--- src/hdl/rx_address_filter_config_defines.vh ---
`ifndef RX_ADDRESS_FILTER_CONFIG_DEFINES_VH
`define RX_ADDRESS_FILTER_CONFIG_DEFINES_VH

// ----------------------------------------------------------------------
// Register byte offsets (one aligned 32-bit word each)
// ----------------------------------------------------------------------
`define OFS_CONFIG0 6'h00
`define OFS_RX_MODE 6'h04
`define OFS_TX_MODE 6'h08
`define OFS_OWN_FILTER 6'h0c
`define OFS_SID_LO 6'h10
`define OFS_SID_HI 6'h14
`define OFS_HASH_LO 6'h18
`define OFS_HASH_HI 6'h1c
`define OFS_STATUS 6'h20

// ----------------------------------------------------------------------
// Field positions
// ----------------------------------------------------------------------
`define CFG0_LINK_DIS_BIT 7
`define CFG0_SRAM_BIT 6
`define CFG0_HOST_W_BIT 5
`define CFG0_BUF_W_BIT 4
`define TX_MODE_LOOPBACK_BIT 1
`define OWN_FILTER_SELF_BIT 0

// ----------------------------------------------------------------------
// Reset values
// ----------------------------------------------------------------------
`define RST_CFG0_HI 4'hb
`define RST_RX_MODE 2'h2
`define RST_LOOPBACK 1'b0
`define RST_SELF_FILTER 1'b0

// ----------------------------------------------------------------------
// Filter mode codes
// ----------------------------------------------------------------------
`define MODE_REJECT 2'h0
`define MODE_ID_MCAST 2'h1
`define MODE_HASH 2'h2
`define MODE_ALL 2'h3

// ----------------------------------------------------------------------
// Timing: buffer SRAM cycle times and clock period
// ----------------------------------------------------------------------
`define SRAM_FAST_NS 100
`define SRAM_SLOW_NS 150
`define CLK_PERIOD_NS 5
`define SRAM_FAST_CLKS ((`SRAM_FAST_NS + `CLK_PERIOD_NS - 1) / `CLK_PERIOD_NS)
`define SRAM_SLOW_CLKS ((`SRAM_SLOW_NS + `CLK_PERIOD_NS - 1) / `CLK_PERIOD_NS)

`endif

--- src/hdl/rx_address_filter_config.v ---
// Operation
// Mode 00 rejects every frame.
// Mode 01 normal: ID, broadcast, multicast-ID bits.
// Mode 10 normal: ID, broadcast, hashed multicast.
// Mode 11 normal: accept all foreign frames.
// Loopback mode rejects all foreign frames.
// Own frames: full set in loopback, else ID.
// Own frames mode 11: reject if self-filter in normal.
// ID match: bit0 zero, bits 47:1 equal.
// Multicast when first transmitted bit is one.
// Accept needs address pass and error pass.
// Config bit 7 low enables link; resets high.
// Software keeps link disabled during setup.
// Software writes ID, hash only while disabled.
// Config bit 6 selects SRAM cycle 100/150 ns.
// Config bit 5 selects host bus width.
// Config bit 4 selects buffer memory width.
// Decide acceptance before committing frame to ring.
//
// The register addresses and register access over Avalon-MM were decided locally.
`timescale 1ns/1ps
`default_nettype none
`include "rx_address_filter_config_defines.vh"

module rx_address_filter_config #(
  parameter CNT_W = 8 // Width of the accept and reject counters
) (
  input wire clk, // 200 MHz clock
  input wire arst_n, // Asynchronous reset, active low
  input wire [5:0] avs_address, // Avalon byte address
  input wire avs_read, // Avalon read request
  input wire avs_write, // Avalon write request
  input wire [31:0] avs_writedata, // Avalon write data
  input wire [3:0] avs_byteenable, // Avalon byte enables
  output reg [31:0] avs_readdata, // Avalon read data
  output reg avs_waitrequest, // Avalon wait request
  input wire frame_valid, // Destination address of a frame is ready
  input wire [47:0] frame_dest, // Destination address, bit 0 first
  input wire frame_own, // Frame is own transmission
  input wire [5:0] frame_hash_idx, // Hash table index of the frame
  input wire frame_err_ok, // Frame passed the error filter
  output reg frame_accept, // Commit frame to the ring buffer
  output reg frame_reject, // Drop frame
  output reg link_disable, // High holds receiver and transmitter off
  output reg sram_cycle_select, // High 100 ns, low 150 ns
  output reg host_bus_width, // High 8-bit host bus, low word
  output reg buffer_mem_width, // High 8-bit buffer, low word
  output reg [5:0] sram_cycles // Buffer SRAM cycle in clocks
);

  // ----------------------------------------------------------------------
  // Helpers
  // ----------------------------------------------------------------------

  // Merge write data into an old word under byte enables
  function [31:0] be_merge;
    input [31:0] old_val;
    input [31:0] wdata;
    input [3:0] be;
    integer i;
    begin
      be_merge = old_val;
      for (i = 0; i < 4; i = i + 1) begin
        if (be[i]) begin
          be_merge[i*8 +: 8] = wdata[i*8 +: 8];
        end
      end
    end
  endfunction

  // Saturating increment of a counter
  function [CNT_W-1:0] sat_inc;
    input [CNT_W-1:0] val;
    begin
      if (&val) begin
        sat_inc = val;
      end else begin
        sat_inc = val + {{(CNT_W-1){1'b0}}, 1'b1};
      end
    end
  endfunction

  // ----------------------------------------------------------------------
  // Register state
  // ----------------------------------------------------------------------
  // Configuration fields
  reg [3:0] cfg0_hi_r;
  reg [1:0] filter_mode_r;
  reg loopback_ctl_r;
  reg self_filter_r;

  // Filter tables
  reg [47:0] station_id_r;
  reg [63:0] hash_table_r;

  // Decision history and counters
  reg last_accept_r;
  reg [CNT_W-1:0] accept_cnt_r;
  reg [CNT_W-1:0] reject_cnt_r;

  // SRAM cycle counts; the port takes their low six bits
  localparam [31:0] FAST_CLKS = `SRAM_FAST_CLKS;
  localparam [31:0] SLOW_CLKS = `SRAM_SLOW_CLKS;

  // Handshake strobes
  wire req;
  wire wr_commit;
  wire rd_load;

  // Merged write words
  wire [31:0] wr_sid_lo;
  wire [31:0] wr_sid_hi;
  wire [31:0] wr_hash_lo;
  wire [31:0] wr_hash_hi;
  wire [31:0] wr_cfg0;
  wire [31:0] wr_rx;
  wire [31:0] wr_tx;
  wire [31:0] wr_own;

  // Read mux output
  reg [31:0] rd_word;

  // ----------------------------------------------------------------------
  // Avalon handshake
  // ----------------------------------------------------------------------

  // Read data are loaded on the first edge, write commits on the second
  assign req = avs_read | avs_write;
  assign rd_load = avs_read && avs_waitrequest;
  assign wr_commit = avs_write && !avs_waitrequest;

  // Wait request drops for one cycle per request
  always @(posedge clk or negedge arst_n) begin
    if (!arst_n) begin
      avs_waitrequest <= 1'b1;
    end else begin
      avs_waitrequest <= !(req && avs_waitrequest);
    end
  end

  // ----------------------------------------------------------------------
  // Write merging
  // ----------------------------------------------------------------------
  // Configuration and mode words
  assign wr_cfg0 = be_merge({24'h000000, cfg0_hi_r, 4'h0}, avs_writedata, avs_byteenable);
  assign wr_rx = be_merge({30'h00000000, filter_mode_r}, avs_writedata, avs_byteenable);
  assign wr_tx = be_merge({30'h00000000, loopback_ctl_r, 1'b0}, avs_writedata, avs_byteenable);
  assign wr_own = be_merge({31'h00000000, self_filter_r}, avs_writedata, avs_byteenable);

  // Station ID and hash words
  assign wr_sid_lo = be_merge(station_id_r[31:0], avs_writedata, avs_byteenable);
  assign wr_sid_hi = be_merge({16'h0000, station_id_r[47:32]}, avs_writedata, avs_byteenable);
  assign wr_hash_lo = be_merge(hash_table_r[31:0], avs_writedata, avs_byteenable);
  assign wr_hash_hi = be_merge(hash_table_r[63:32], avs_writedata, avs_byteenable);

  // Register writes; unmapped offsets are ignored
  always @(posedge clk or negedge arst_n) begin
    if (!arst_n) begin
      cfg0_hi_r <= `RST_CFG0_HI;
      filter_mode_r <= `RST_RX_MODE;
      loopback_ctl_r <= `RST_LOOPBACK;
      self_filter_r <= `RST_SELF_FILTER;
      station_id_r <= 48'h000000000000;
      hash_table_r <= 64'h0000000000000000;
    end else if (wr_commit) begin
      if (avs_address[5:2] == `OFS_CONFIG0 >> 2) begin
        cfg0_hi_r <= wr_cfg0[7:4];
      end else if (avs_address[5:2] == `OFS_RX_MODE >> 2) begin
        filter_mode_r <= wr_rx[1:0];
      end else if (avs_address[5:2] == `OFS_TX_MODE >> 2) begin
        loopback_ctl_r <= wr_tx[`TX_MODE_LOOPBACK_BIT];
      end else if (avs_address[5:2] == `OFS_OWN_FILTER >> 2) begin
        self_filter_r <= wr_own[`OWN_FILTER_SELF_BIT];
      end else if (avs_address[5:2] == `OFS_SID_LO >> 2) begin
        station_id_r[31:0] <= wr_sid_lo;
      end else if (avs_address[5:2] == `OFS_SID_HI >> 2) begin
        station_id_r[47:32] <= wr_sid_hi[15:0];
      end else if (avs_address[5:2] == `OFS_HASH_LO >> 2) begin
        hash_table_r[31:0] <= wr_hash_lo;
      end else if (avs_address[5:2] == `OFS_HASH_HI >> 2) begin
        hash_table_r[63:32] <= wr_hash_hi;
      end
    end
  end

  // ----------------------------------------------------------------------
  // Read decode
  // ----------------------------------------------------------------------

  // Unused bits and unmapped offsets read as zero
  always @* begin
    rd_word = 32'h00000000;
    if (avs_address[5:2] == `OFS_CONFIG0 >> 2) begin
      rd_word = {24'h000000, cfg0_hi_r, 4'h0};
    end else if (avs_address[5:2] == `OFS_RX_MODE >> 2) begin
      rd_word = {30'h00000000, filter_mode_r};
    end else if (avs_address[5:2] == `OFS_TX_MODE >> 2) begin
      rd_word = {30'h00000000, loopback_ctl_r, 1'b0};
    end else if (avs_address[5:2] == `OFS_OWN_FILTER >> 2) begin
      rd_word = {31'h00000000, self_filter_r};
    end else if (avs_address[5:2] == `OFS_SID_LO >> 2) begin
      rd_word = station_id_r[31:0];
    end else if (avs_address[5:2] == `OFS_SID_HI >> 2) begin
      rd_word = {16'h0000, station_id_r[47:32]};
    end else if (avs_address[5:2] == `OFS_HASH_LO >> 2) begin
      rd_word = hash_table_r[31:0];
    end else if (avs_address[5:2] == `OFS_HASH_HI >> 2) begin
      rd_word = hash_table_r[63:32];
    end else if (avs_address[5:2] == `OFS_STATUS >> 2) begin
      rd_word[0] = last_accept_r;
      rd_word[1] = link_disable;
      rd_word[8 +: CNT_W] = accept_cnt_r;
      rd_word[16 +: CNT_W] = reject_cnt_r;
    end
  end

  // Read data register, held through the answer cycle
  always @(posedge clk or negedge arst_n) begin
    if (!arst_n) begin
      avs_readdata <= 32'h00000000;
    end else if (rd_load) begin
      avs_readdata <= rd_word;
    end
  end

  // ----------------------------------------------------------------------
  // Configuration outputs
  // ----------------------------------------------------------------------

  // Configuration bits drive the rest of the controller from flops
  always @(posedge clk or negedge arst_n) begin
    if (!arst_n) begin
      link_disable <= 1'b1;
      sram_cycle_select <= 1'b0;
      host_bus_width <= 1'b1;
      buffer_mem_width <= 1'b1;
      sram_cycles <= 6'h00;
    end else begin
      link_disable <= cfg0_hi_r[`CFG0_LINK_DIS_BIT-4];
      sram_cycle_select <= cfg0_hi_r[`CFG0_SRAM_BIT-4];
      host_bus_width <= cfg0_hi_r[`CFG0_HOST_W_BIT-4];
      buffer_mem_width <= cfg0_hi_r[`CFG0_BUF_W_BIT-4];
      // Cycle count follows the same bit
      if (cfg0_hi_r[`CFG0_SRAM_BIT-4]) begin
        sram_cycles <= FAST_CLKS[5:0];
      end else begin
        sram_cycles <= SLOW_CLKS[5:0];
      end
    end
  end

  // ----------------------------------------------------------------------
  // Acceptance decision
  // ----------------------------------------------------------------------
  // Decision path nets
  wire addr_ok;
  wire hash_hit;
  wire frame_pass;

  // Hash table bit selected by the frame's index
  assign hash_hit = hash_table_r[frame_hash_idx];

  // Mode table lookup for the destination address
  addr_accept_decide u_decide (
    .filter_mode(filter_mode_r),
    .loopback_ctl(loopback_ctl_r),
    .self_filter(self_filter_r),
    .own_frame(frame_own),
    .dest(frame_dest),
    .station_id(station_id_r),
    .hash_hit(hash_hit),
    .accept(addr_ok)
  );

  // Address and error filters both pass, link enabled
  assign frame_pass = addr_ok && frame_err_ok && !link_disable;

  // One-cycle verdict before the frame is committed to the ring
  always @(posedge clk or negedge arst_n) begin
    if (!arst_n) begin
      frame_accept <= 1'b0;
      frame_reject <= 1'b0;
      last_accept_r <= 1'b0;
      accept_cnt_r <= {CNT_W{1'b0}};
      reject_cnt_r <= {CNT_W{1'b0}};
    end else begin
      // Exactly one verdict pulse per offered frame
      frame_accept <= frame_valid && frame_pass;
      frame_reject <= frame_valid && !frame_pass;
      // Count every decision, saturating at the top
      if (frame_valid) begin
        last_accept_r <= frame_pass;
        if (frame_pass) begin
          accept_cnt_r <= sat_inc(accept_cnt_r);
        end else begin
          reject_cnt_r <= sat_inc(reject_cnt_r);
        end
      end
    end
  end

endmodule // rx_address_filter_config
`default_nettype wire

--- src/hdl/addr_accept_decide.v ---
`timescale 1ns/1ps
`default_nettype none
`include "rx_address_filter_config_defines.vh"

// Pure combinational destination-address acceptance decision
module addr_accept_decide (
  input wire [1:0] filter_mode, // Address-filter mode field
  input wire loopback_ctl, // Low selects loopback mode
  input wire self_filter, // Self-receive filter bit
  input wire own_frame, // Frame is the node's own transmission
  input wire [47:0] dest, // Destination address, bit 0 sent first
  input wire [47:0] station_id, // Station ID
  input wire hash_hit, // Hash table bit for this frame
  output reg accept // Address accepted
);

  // ----------------------------------------------------------------------
  // Address classes
  // ----------------------------------------------------------------------
  wire id_match;
  wire bcast;
  wire mcast;
  wire mcast_id;
  wire mcast_hash;
  wire full_set;

  // First bit zero, remaining 47 bits equal to the station ID
  assign id_match = (dest[0] == 1'b0) && (dest[47:1] == station_id[47:1]);
  assign bcast = &dest;
  // First transmitted bit set marks a group address
  assign mcast = dest[0];
  assign mcast_id = mcast && (dest[23:1] == station_id[23:1]);
  assign mcast_hash = mcast && hash_hit;
  // Full acceptance set of the two filtering modes
  assign full_set = (filter_mode == `MODE_ID_MCAST) ? (id_match | bcast | mcast_id) :
                    (id_match | bcast | mcast_hash);

  // ----------------------------------------------------------------------
  // Decision table
  // ----------------------------------------------------------------------
  always @* begin
    accept = 1'b0;
    if (filter_mode == `MODE_REJECT) begin
      accept = 1'b0;
    end else if (!own_frame) begin
      if (!loopback_ctl) begin
        accept = 1'b0;
      end else if (filter_mode == `MODE_ALL) begin
        accept = 1'b1;
      end else begin
        accept = full_set;
      end
    end else begin
      if (filter_mode == `MODE_ALL) begin
        accept = !(loopback_ctl && self_filter);
      end else if (loopback_ctl) begin
        accept = id_match;
      end else begin
        accept = full_set;
      end
    end
  end

endmodule // addr_accept_decide
`default_nettype wire

--- config.mk ---
export PLATFORM = sky130hd
export DESIGN_NAME = rx_address_filter_config
export DESIGN_NICKNAME = d
export VERILOG_FILES = /design/src/hdl/rx_address_filter_config.v /design/src/hdl/addr_accept_decide.v
export VERILOG_INCLUDE_DIRS = /design/src /design/src/hdl
export SDC_FILE = /design/constraint.sdc
export NUM_CORES = 1
export LEC_CHECK = 0
export BUFFER_PORTS_ARGS = -buffer_cell sky130_fd_sc_hd__buf_2
export CORE_ASPECT_RATIO = 0.7
export CORE_MARGIN = 2
export CORE_UTILIZATION = 30
export CTS_BUF_LIST = sky130_fd_sc_hd__clkbuf_16
export DETAILED_ROUTE_END_ITERATION = 16
export GPL_TIMING_DRIVEN = 0
export PLACE_DENSITY_LB_ADDON = 0.15
export SLEW_MARGIN = 10
export SYNTH_ARGS = -nofsm -noshare
export SYNTH_HDL_FRONTEND = slang
export SYNTH_SLANG_ARGS = --single-unit
export TNS_END_PERCENT = 1
--- constraint.sdc ---
create_clock -name clk -period 3 [get_ports clk]
set_clock_uncertainty 0.1 [all_clocks]
set_input_delay 0.3 -clock clk [delete_from_list [all_inputs] [get_ports clk]]
set_output_delay 0.3 -clock clk [all_outputs]
set_load 0.02 [all_outputs]
# Word level (Yosys, flattened, before mapping)
# Index checks and enable logic that the tools add are counted.
# W data, S select, Z words.
[word_totals]
regBits = 182
in_bits = 103
word_cells = 124
[op_classes]
n_addsub = 2
magnitude_cmp = 1
eq_ne = 12
muxes = 23
n_bitwise = 15
reduce_logical = 41
[ops]
columns = ["op", "count"]
rows = [
  ["$mux W32", 7],
  ["$reduce_and A48 Y1", 1],
  ["$eq A47 B47 Y1", 1],
  ["$reduce_and A10 Y1", 4],
  ["$reduce_and A9 Y1", 4],
  ["$mux W16", 2],
  ["$reduce_and A8 Y1", 4],
  ["$reduce_and A7 Y1", 4],
  ["$eq A23 B23 Y1", 1],
  ["$add A8 B1 Y8 const B", 2],
  ["$eq A4 B3 Y1 const B", 4],
  ["$logic_and A1 B1 Y1", 11],
  ["$not A1 Y1", 11],
  ["$reduce_and A3 Y1", 3],
  ["$eq A4 B2 Y1 const B", 2],
  ["$mux W1", 8],
  ["$mux W8", 1],
  ["$lt A6 B7 Y1 const B", 1],
  ["$bmux W1 S6", 1],
  ["$mux W6", 1],
  ["$reduce_and A6 Y1", 1],
  ["$logic_not A1 Y1", 5],
  ["$reduce_and A5 Y1", 1],
  ["$eq A4 B1 Y1 const B", 1],
  ["other kinds (9)", 13],
]

# Depth between registers and ports, before layout
# Gate-level depths: netlist of run 1.
[logic_depth]
word_depth = 13
ltp_mapped = 10
depth_no_buf = 8

# Hierarchy
# Synthesis of run 1 repeated with hierarchy kept, for this count alone.
[unflattened]
cells_unflattened = 765
hier_area_um2 = 9267.6
[by_module_without_submodules]
columns = ["module", "n_inst", "cells_per_inst", "area_per_inst_um2", "seq_area_each_um2"]
rows = [
  ["rx_address_filter_config", 1, 675, 8579.5, 4464.3],
  ["addr_accept_decide", 1, 90, 688.2, 0.0],
]

# Worst setup path after synthesis of run 1
# Ideal clock, no wire load.
[synth_timing]
kind = "input to register"
from = "input frame_hash_idx[0]"
to = "register reject_cnt_r[1]"
setup_ps = 125
arrival_time_ps = 2298
slack_ps = 477
cell_stages = 8
path_cell_list = "buf_6 > mux4_1 > mux2_2 > nor3b_2 > nor4_1 > o31ai_4 > nand4_2 > mux2_4"
[synth_between]
elab_chain_len = 13
word_cells_on_any_way = 15
cone_classes = "9 x mux; 2 x bitwise; 4 x reduce/logical"
[synth_rtl]
columns = ["item", "line", "text"]
rows = [
  ["start, declared", "rx_address_filter_config.v:40", "input wire [5:0] frame_hash_idx,"],
  ["$bmux W1 S6 (*)", "rx_address_filter_config.v:261", "assign hash_hit = hash_table_r[frame_hash_idx];"],
  ["$mux W1 (implied by the code) (*)", "rx_address_filter_config.v:261", ""],
  ["$logic_and A1 B1 Y1 (*)", "addr_accept_decide.v:33", "assign mcast_hash = mcast && hash_hit;"],
  ["$or A1 B1 Y1 (*)", "addr_accept_decide.v:36", "(id_match | bcast | mcast_hash);"],
  ["$mux W1 (*)", "addr_accept_decide.v:35", "assign full_set = (filter_mode == `MODE_ID_MCAST) ? (id_match | bcast | mcast_id) :"],
  ["$mux W1 (on tied branches)", "addr_accept_decide.v:48, addr_accept_decide.v:56", ""],
  ["$mux W1 (on tied branches)", "addr_accept_decide.v:46, addr_accept_decide.v:54", ""],
  ["$mux W1 (*)", "addr_accept_decide.v:45", "end else if (!own_frame) begin"],
  ["$mux W1 (*)", "addr_accept_decide.v:43", "if (filter_mode == `MODE_REJECT) begin"],
  ["$logic_and A1 B1 Y1 (*) (2 in a row)", "rx_address_filter_config.v:276", "assign frame_pass = addr_ok && frame_err_ok && !link_disable;"],
  ["$not A1 Y1 (no source line) (*)", "--", ""],
  ["$reduce_and A3 Y1 (no source line) (*)", "--", ""],
  ["end signal, assigned", "rx_address_filter_config.v:285", "reject_cnt_r <= {CNT_W{1'b0}};"],
  ["end signal, assigned", "rx_address_filter_config.v:296", "reject_cnt_r <= sat_inc(reject_cnt_r);"],
  ["end, declared", "rx_address_filter_config.v:99", "reg [CNT_W-1:0] reject_cnt_r;"],
]
# Mark *: on every way between the ends. The rest lies on a longest branch, timed or not. The select of a mux whose other input is x is not followed.
# A chain may end at the register's enable or synchronous reset.

# Final worst setup path of run 1
[layout_timing]
from = "input avs_address[2]"
to = "register hash_table_r[50]"
[layout_between]
elab_chain_len = 3
word_cells_on_any_way = 16
cone_classes = "7 x eq/ne; 7 x bitwise; 2 x reduce/logical"
[layout_rtl]
columns = ["item", "line", "text"]
rows = [
  ["start, declared", "rx_address_filter_config.v:30", "input wire [5:0] avs_address,"],
  ["$eq A4 B3 Y1 (tied with other cells)", "rx_address_filter_config.v:178", "end else if (avs_address[5:2] == `OFS_HASH_LO >> 2) begin"],
  ["$not A1 Y1 (no source line)", "--", ""],
  ["$reduce_and A10 Y1 (no source line) (*)", "--", ""],
  ["end signal, assigned", "rx_address_filter_config.v:181", "hash_table_r[63:32] <= wr_hash_hi;"],
  ["end, declared", "rx_address_filter_config.v:94", "reg [63:0] hash_table_r;"],
]
# Mark *: on every way between the ends. The rest lies on a longest branch, timed or not.

==> impl_metrics.csv, run 1 <==
group,metric,value,unit
cts,tritoncts.num_buffers,17,
hold_path,worst_hold_stages,2,
critical_path,start_kind,"input port",
grt,grt_antenna_before_repair,1,
cts,clkTransAtPathRegs,0.08,ns
sta,setup-violations-final,0,
die,chipHeight,149,µm
cts,cts-root-buf,"clkbuf_16",
layout,layout_common_cells,"dfrtp_1, buf_2, mux2_2",
sta,final-hold-violation-count,0,
layout,total_nets_final,1012,
cts,cts.sinks,178,
flow_run,max_capacitance_violation_total,0,
sta,final_hold_slack,0.0165,ns
grt,global_route.usage.met1,29.6,%
hold_path,hold_path_end,"hash_table_r[62]",
die,core_area,29100,µm²
grt,number_of_global_route_vias_before_repair,6879,
sta,setup_repair_after_global_routing_missed_its_margin,"yes",
critical_path,timing.rr.start,"hash_table_r[54]",
sta,maximum_clock_rate,350,MHz
drt,drt-total-wl,31400,µm
critical_path,logic_depth_of_the_worst_register_to_register_path,7,
drt,detail_route.wl_per_cell,24.2,µm
hold_path,worst_hold_path_type,"input port to flop",
synthesis,dominantRegCellSynth,"dfrtp_1",
cts,tritoncts,"yes",
grt,grt_start_max_net_pins,106,
grt,grt_overflow,0,
critical_path,cp-end-kind,"flop",
placement,gp_congestion,0.916,
drt,antenna_violating_nets_left,0,
layout,final_layout_size_suffix_gt1_share,38.2,%
layout,syn_to_final_growth,20.7,%
grt,global_route.peak_usage_layer,"met1",
critical_path,reg2reg_to,"accept_cnt_r[1]",
sta,relSlewSlack,30.0,%
pwr,fin_total_pwr,0.00644,W
synthesis,synthesis.instances,744,
grt,grtUsageMet3,5.64,%
pwr,vdd_drop_max,0.329,mV
sta,report.final.slew_viol_count,0,
pwr,leakagePower,4.97,nW
placement,hpwl,24800,µm
drt,residual_drc_count,0,
outcome,result_of_the_run,"finished clean",
grt,grt_pass1_wl,46000,µm
drt,vias,6825,
die,start_util,30.8,%
sta,slew_at_the_pin_with_the_worst_max_slew_slack,1.04,ns
synthesis,synthArstFlopShare,100,%
critical_path,rrSetupSlack,0.19,ns
die,top_level_ports,148,
placement,placement.setup.worst_slack,-0.382,ns
critical_path,crit_path_max_fanout,10,
cts,max-clock-path-buffers,2,
sta,layout_worst_path_cycle_share,95.3,%
die,rows,52,
synthesis,yosysUniqueCellTypes,50,
sta,period_minus_slack,2.86,ns
synthesis,post_synth.cell_area_avg,12.1,µm²
drt,routed_via_density,5.25,
cts,worstSkewPairLatency,0.45,ns
sta,worst_case_setup_margin_in_the_final_layout,0.140,ns
cts,htree_num_levels,4,
grt,gr-usage-all-layers,20.6,%
die,die_area,31300,µm²
pwr,powerDensity,595,nW/µm²
placement,portBuffers,138,
synthesis,synth_edf_count,0,
layout,final_common_cell,"dfrtp_1",
sta,final.setup.tns,0,ns
critical_path,worst_ep_arrival_time,3.08,ns
cts,post_cts_buffers,0,
critical_path,worst-endpoint-required,3.22,ns
drt,drt-pass1-iter-count,5,
drt,initialDrtViolationCount,501,
critical_path,criticalPathCategory,"input port to flop",
synthesis,netlist_area,8970,µm²
hold_path,hold_start,"avs_writedata[30]",
synthesis,synth_seq_area_share,49.8,%
synthesis,ys_seq_elements,178,
grt,globalRouteMet2Util,29.1,%
die,die_x,211,µm
synthesis,synth_warnings,0,
==> power by group <==
| part | total, W | internal (W) | switching (W) | leakage, nW |
|---|---|---|---|---|
| Combinational | 0.00114 | 0.000552 | 0.000589 | 2.34 |
| Clock | 0.00219 | 0.00110 | 0.00109 | 0.278 |
| Sequential | 0.00311 | 0.00273 | 0.000376 | 2.35 |
| Total | 0.00644 | 0.00439 | 0.00206 | 4.97 |
==> routing by layer <==
layer | vias up | wire [µm]
met5 | - | 64
met4 | 2 | 1000
met3 | 48 | 1980
met2 | 212 | 13300
met1 | 3455 | 15000
li1 | 3108 | -
==> synth_stat cells, types with 2 or more instances <==
master	n	area [µm²]
mux2i_1	8	80.1
o22ai_1	9	56.3
xor2_1	51	447
a221oi_1	9	78.8
mux2_2	130	1460
buf_6	4	45.0
a22oi_1	13	97.6
nor4b_1	3	26.3
dfrtp_1	170	4250
o21ai_0	44	220
nand4_1	16	100
inv_1	6	22.5
a211oi_1	3	22.5
nand2b_1	5	31.3
nor2_1	34	128
and3_1	4	25.0
nor4_1	16	100
a2111oi_1	3	30.0
mux2_1	2	22.5
nand3_1	20	100
buf_4	5	37.5
nor3_1	9	45.0
a22o_1	11	96.3
buf_1	2	7.51
nand2_1	51	191
xnor2_1	9	78.8
a21oi_1	35	175
conb_1	2	7.51
dfstp_2	8	210
clkbuf_1	19	71.3
mux4_1	5	131
nor2b_1	4	25.0
mux4_2	16	360
ha_1	2	25.0
==> stage by stage <==
step	util [%]	cells	area [µm²]
final	37.2	1299	10800
after global routing	37.1	1298	10800
after CTS	37.0	1298	10800
after detailed placement	35.0	1263	10200
after global placement	34.8	1261	10100
after floorplan	-	745	8980
==> sequential cells by signal (all words and copies together) (netlist names), 2 cells and up <==
name	cells
hash_table_r	64
avs_readdata	32
sram_cycles	2
filter_mode_r	2
accept_cnt_r	8
reject_cnt_r	8
cfg0_hi_r	4
station_id_r	48
==> worst max-delay path by stage <==
stage                            from                to  slack, ns  depth (start not counted)
floorplan           frame_hash_idx[0]   reject_cnt_r[1]       0.48                          8
global placement               arst_n  station_id_r[21]      -1.62                          1
detailed placement     avs_address[2]  station_id_r[11]      -0.38                          6
CTS                    avs_address[2]  station_id_r[11]       0.09                          6
global route           avs_address[2]  hash_table_r[44]      -0.03                          6
finish                 avs_address[2]  hash_table_r[50]       0.14                          6
==> critical path, stage by stage <==
cell      delay, ns
buf_2          0.17
buf_1          0.55
clkbuf_1       0.54
nand3_1        0.38
nor2_1         0.73
mux2_2         0.41
==> timing repair <==
action                                  in CTS  in global routing
endpoints found under the hold margin       73                  0
hold buffers                                 3                  0
gates resized for setup                      1                  8
endpoints found under the setup margin       3                 29
==> logic make-up after synthesis <==
logic type      synth area share [%]
compound gates                  9.52
xor+xnor                        5.86
fa+ha+maj                      0.279
buf+inv                         2.13
flops                           49.8
mux                             23.1
other cells                   0.0837
simple gates                    9.26
==> area by class of cell <==
type | instances | area, µm²
antenna | 1 | 2.50
buffer | 31 | 170
clock buffer | 17 | 425
clock inverter | 15 | 141
fill | 2920 | 18300
inverter | 6 | 22.5
multi-input combinational | 530 | 4360
sequential | 178 | 4460
tap | 378 | 473
timing repair buffer | 143 | 766
Note: power is estimated with default switching activity, not from simulation.
==> inputs of run 2 (changes only) <==
--- a/config.mk
+++ b/config.mk
@@ -9,7 +9,7 @@
 export BUFFER_PORTS_ARGS = -buffer_cell sky130_fd_sc_hd__buf_2
 export CORE_ASPECT_RATIO = 0.7
 export CORE_MARGIN = 2
-export CORE_UTILIZATION = 30
+export CORE_UTILIZATION = 51
 export CTS_BUF_LIST = sky130_fd_sc_hd__clkbuf_16
 export DETAILED_ROUTE_END_ITERATION = 16
 export GPL_TIMING_DRIVEN = 0
==> impl_metrics.csv, run 2 (same netlist as run 1, synthesis figures left out) <==
group,metric,value,unit
grt,grt_pass1_wl,41400,µm
sta,report.final.slew_viol_count,0,
die,start_util,52.3,%
cts,worstSkewPairLatency,0.43,ns
layout,largest_register_ffs,64,
critical_path,worst_path_largest_cell_delay,0.69,ns
drt,routed_via_density,6.17,
pwr,seq_power_share,47.5,%
drt,antenna_violating_nets_left,0,
placement,hpwl,21100,µm
critical_path,crit_path_slowest_cell,"nor2_1",
drt,drt-total-wl,27900,µm
pwr,leakagePower,4.98,nW
pwr,fin_total_pwr,0.00648,W
layout,layout_common_cells,"dfrtp_1, buf_2, mux2_2",
cts,clkTransAtPathRegs,0.07,ns
cts,cts-root-buf,"clkbuf_16",
drt,vias,7107,
pwr,vdd_drop_max,0.402,mV
sta,period_minus_slack,2.90,ns
sta,layout_worst_path_cycle_share,96.6,%
pwr,powerDensity,608,nW/µm²
layout,final_common_cell,"dfrtp_1",
sta,slew_at_the_pin_with_the_worst_max_slew_slack,1.22,ns
critical_path,cp.depth,6,
critical_path,cp.buffers_inverters,3,
hold_path,worst_hold_path_type,"input port to flop",
critical_path,rrSetupSlack,0.10,ns
die,chipHeight,115,µm
drt,initialDrtViolationCount,636,
placement,portBuffers,138,
critical_path,criticalPathCategory,"input port to flop",
pwr,combinational_power_share,17.8,%
layout,largest_register,"hash_table_r",
die,top_level_ports,148,
cts,tritoncts,"yes",
cts,tritoncts.num_buffers,17,
drt,detail_route.wl_per_cell,24.2,µm
pwr,internal_power,0.00447,W
die,rows,40,
critical_path,cp_top_family,"buffers and inverters",
grt,gr-usage-all-layers,30.5,%
critical_path,logic_depth_of_the_worst_register_to_register_path,7,
die,die_area,18700,µm²
grt,grt_start_max_net_pins,115,
layout,largest_registers,"hash_table_r: 64 flops, station_id_r: 48 flops, avs_readdata: 32 flops",
outcome,result_of_the_run,"finished clean",
critical_path,cp-end-kind,"flop",
placement,gp_congestion,0.953,
cts,max-clock-path-buffers,2,
grt,grt_antenna_before_repair,3,
critical_path,worst_ep_arrival_time,3.12,ns
layout,syn_to_final_growth,18.9,%
critical_path,crit_path_max_fanout,10,
grt,grt_overflow,0,
drt,residual_drc_count,0,
critical_path,start_kind,"input port",
sta,final_hold_slack,0.0282,ns
pwr,power.switching_fraction,31.0,%
grt,number_of_global_route_vias_before_repair,6993,
sta,maximum_clock_rate,345,MHz
critical_path,timing.critical_path.cells,"buf_2, buf_1, clkbuf_1, nand3_1, nor2_1, mux2_2",
flow_run,max_capacitance_violation_total,0,
drt,drt-pass1-iter-count,7,
cts,htree_num_levels,4,
sta,relSlewSlack,18.0,%
die,core_area,17200,µm²
cts,post_cts_buffers,0,
hold_path,worst_hold_stages,2,
pwr,netSwitchingPower,0.00201,W
layout,final_layout_size_suffix_gt1_share,37.9,%
layout,total_nets_final,1012,
cts,cts.sinks,178,
sta,setup_repair_after_global_routing_missed_its_margin,"yes",
critical_path,worst-endpoint-required,3.22,ns
die,die_x,163,µm
sta,final-hold-violation-count,0,
sta,setup-violations-final,0,
pwr,power.clock.fraction,34.7,%
## run 2: cell types whose count changed in the layout (fill, tap and decap cells not counted), sizes merged
cell      change
bufinv        +1
clkinv        -5
inv           +2
clkinvlp      +2
## run 2: timing repair
item,in CTS,in global routing
setup endpoints to repair,11,40
gates resized for setup,2,7
gates cloned,0,0
hold buffers,3,0
endpoints found under the hold margin,65,0
## run 2: per-stage QoR
step                      setup slack [ns]  cell area, µm²  cells  setup TNS, ns  utilization (%)
after floorplan                      0.477            8980    745              0                -
after global placement               -1.16            9960   1114        -208.01             58.0
after detailed placement            -0.316           10000   1116         -16.37             58.3
after CTS                          0.00395           10600   1151              0             62.0
after global routing               -0.0418           10700   1152         -0.550             62.1
final                                0.101           10700   1152              0             62.1
## run 2: cell type report
cell class	count	area [µm²]
diodes	1	2.50
plain buffers	31	170
clock buffers	17	425
clock inverters	15	161
fillers	1370	6500
inverters	6	22.5
multi-input cells	530	4370
flip-flops and latches	178	4460
well taps	231	289
repair buffers	143	766
## run 2: worst register-to-register path, delay by kind of cell (launching register included)
family	cells	cell delay [ns]
mux	3	1.29
simple gates	2	0.26
compound gates	2	0.75
flops	1	0.41
## run 2: worst paths after layout
kind,start,to
max in group asynchronous,arst_n,station_id_r[34]
hold reg to reg,cfg0_hi_r[1],host_bus_width
min in group asynchronous,arst_n,station_id_r[28]
hold / removal,avs_writedata[27],hash_table_r[59]
setup reg to reg,hash_table_r[41],accept_cnt_r[1]
setup / recovery,avs_address[2],hash_table_r[48]
## run 2: layer usage
layer  vias up  track usage, %  part of all wire [%]
met2       343            44.4                    43
met5         -               0                  0.29
met1      3614            43.6                    44
met3        51            9.81                    11
li1       3095               -                     -
met4         4            10.1                   2.7
## run 2: power groups by stage
stage | Clock (W) | Sequential [W] | Combinational, W
after detailed placement | 0 | 0.00310 | 0.00112
after global placement | 0 | 0.00309 | 0.00108
after CTS | 0.00228 | 0.00306 | 0.00114
after global routing | 0.00238 | 0.00311 | 0.00124
after floorplan | 0 | 0.00304 | 0.000671
final | 0.00225 | 0.00308 | 0.00115
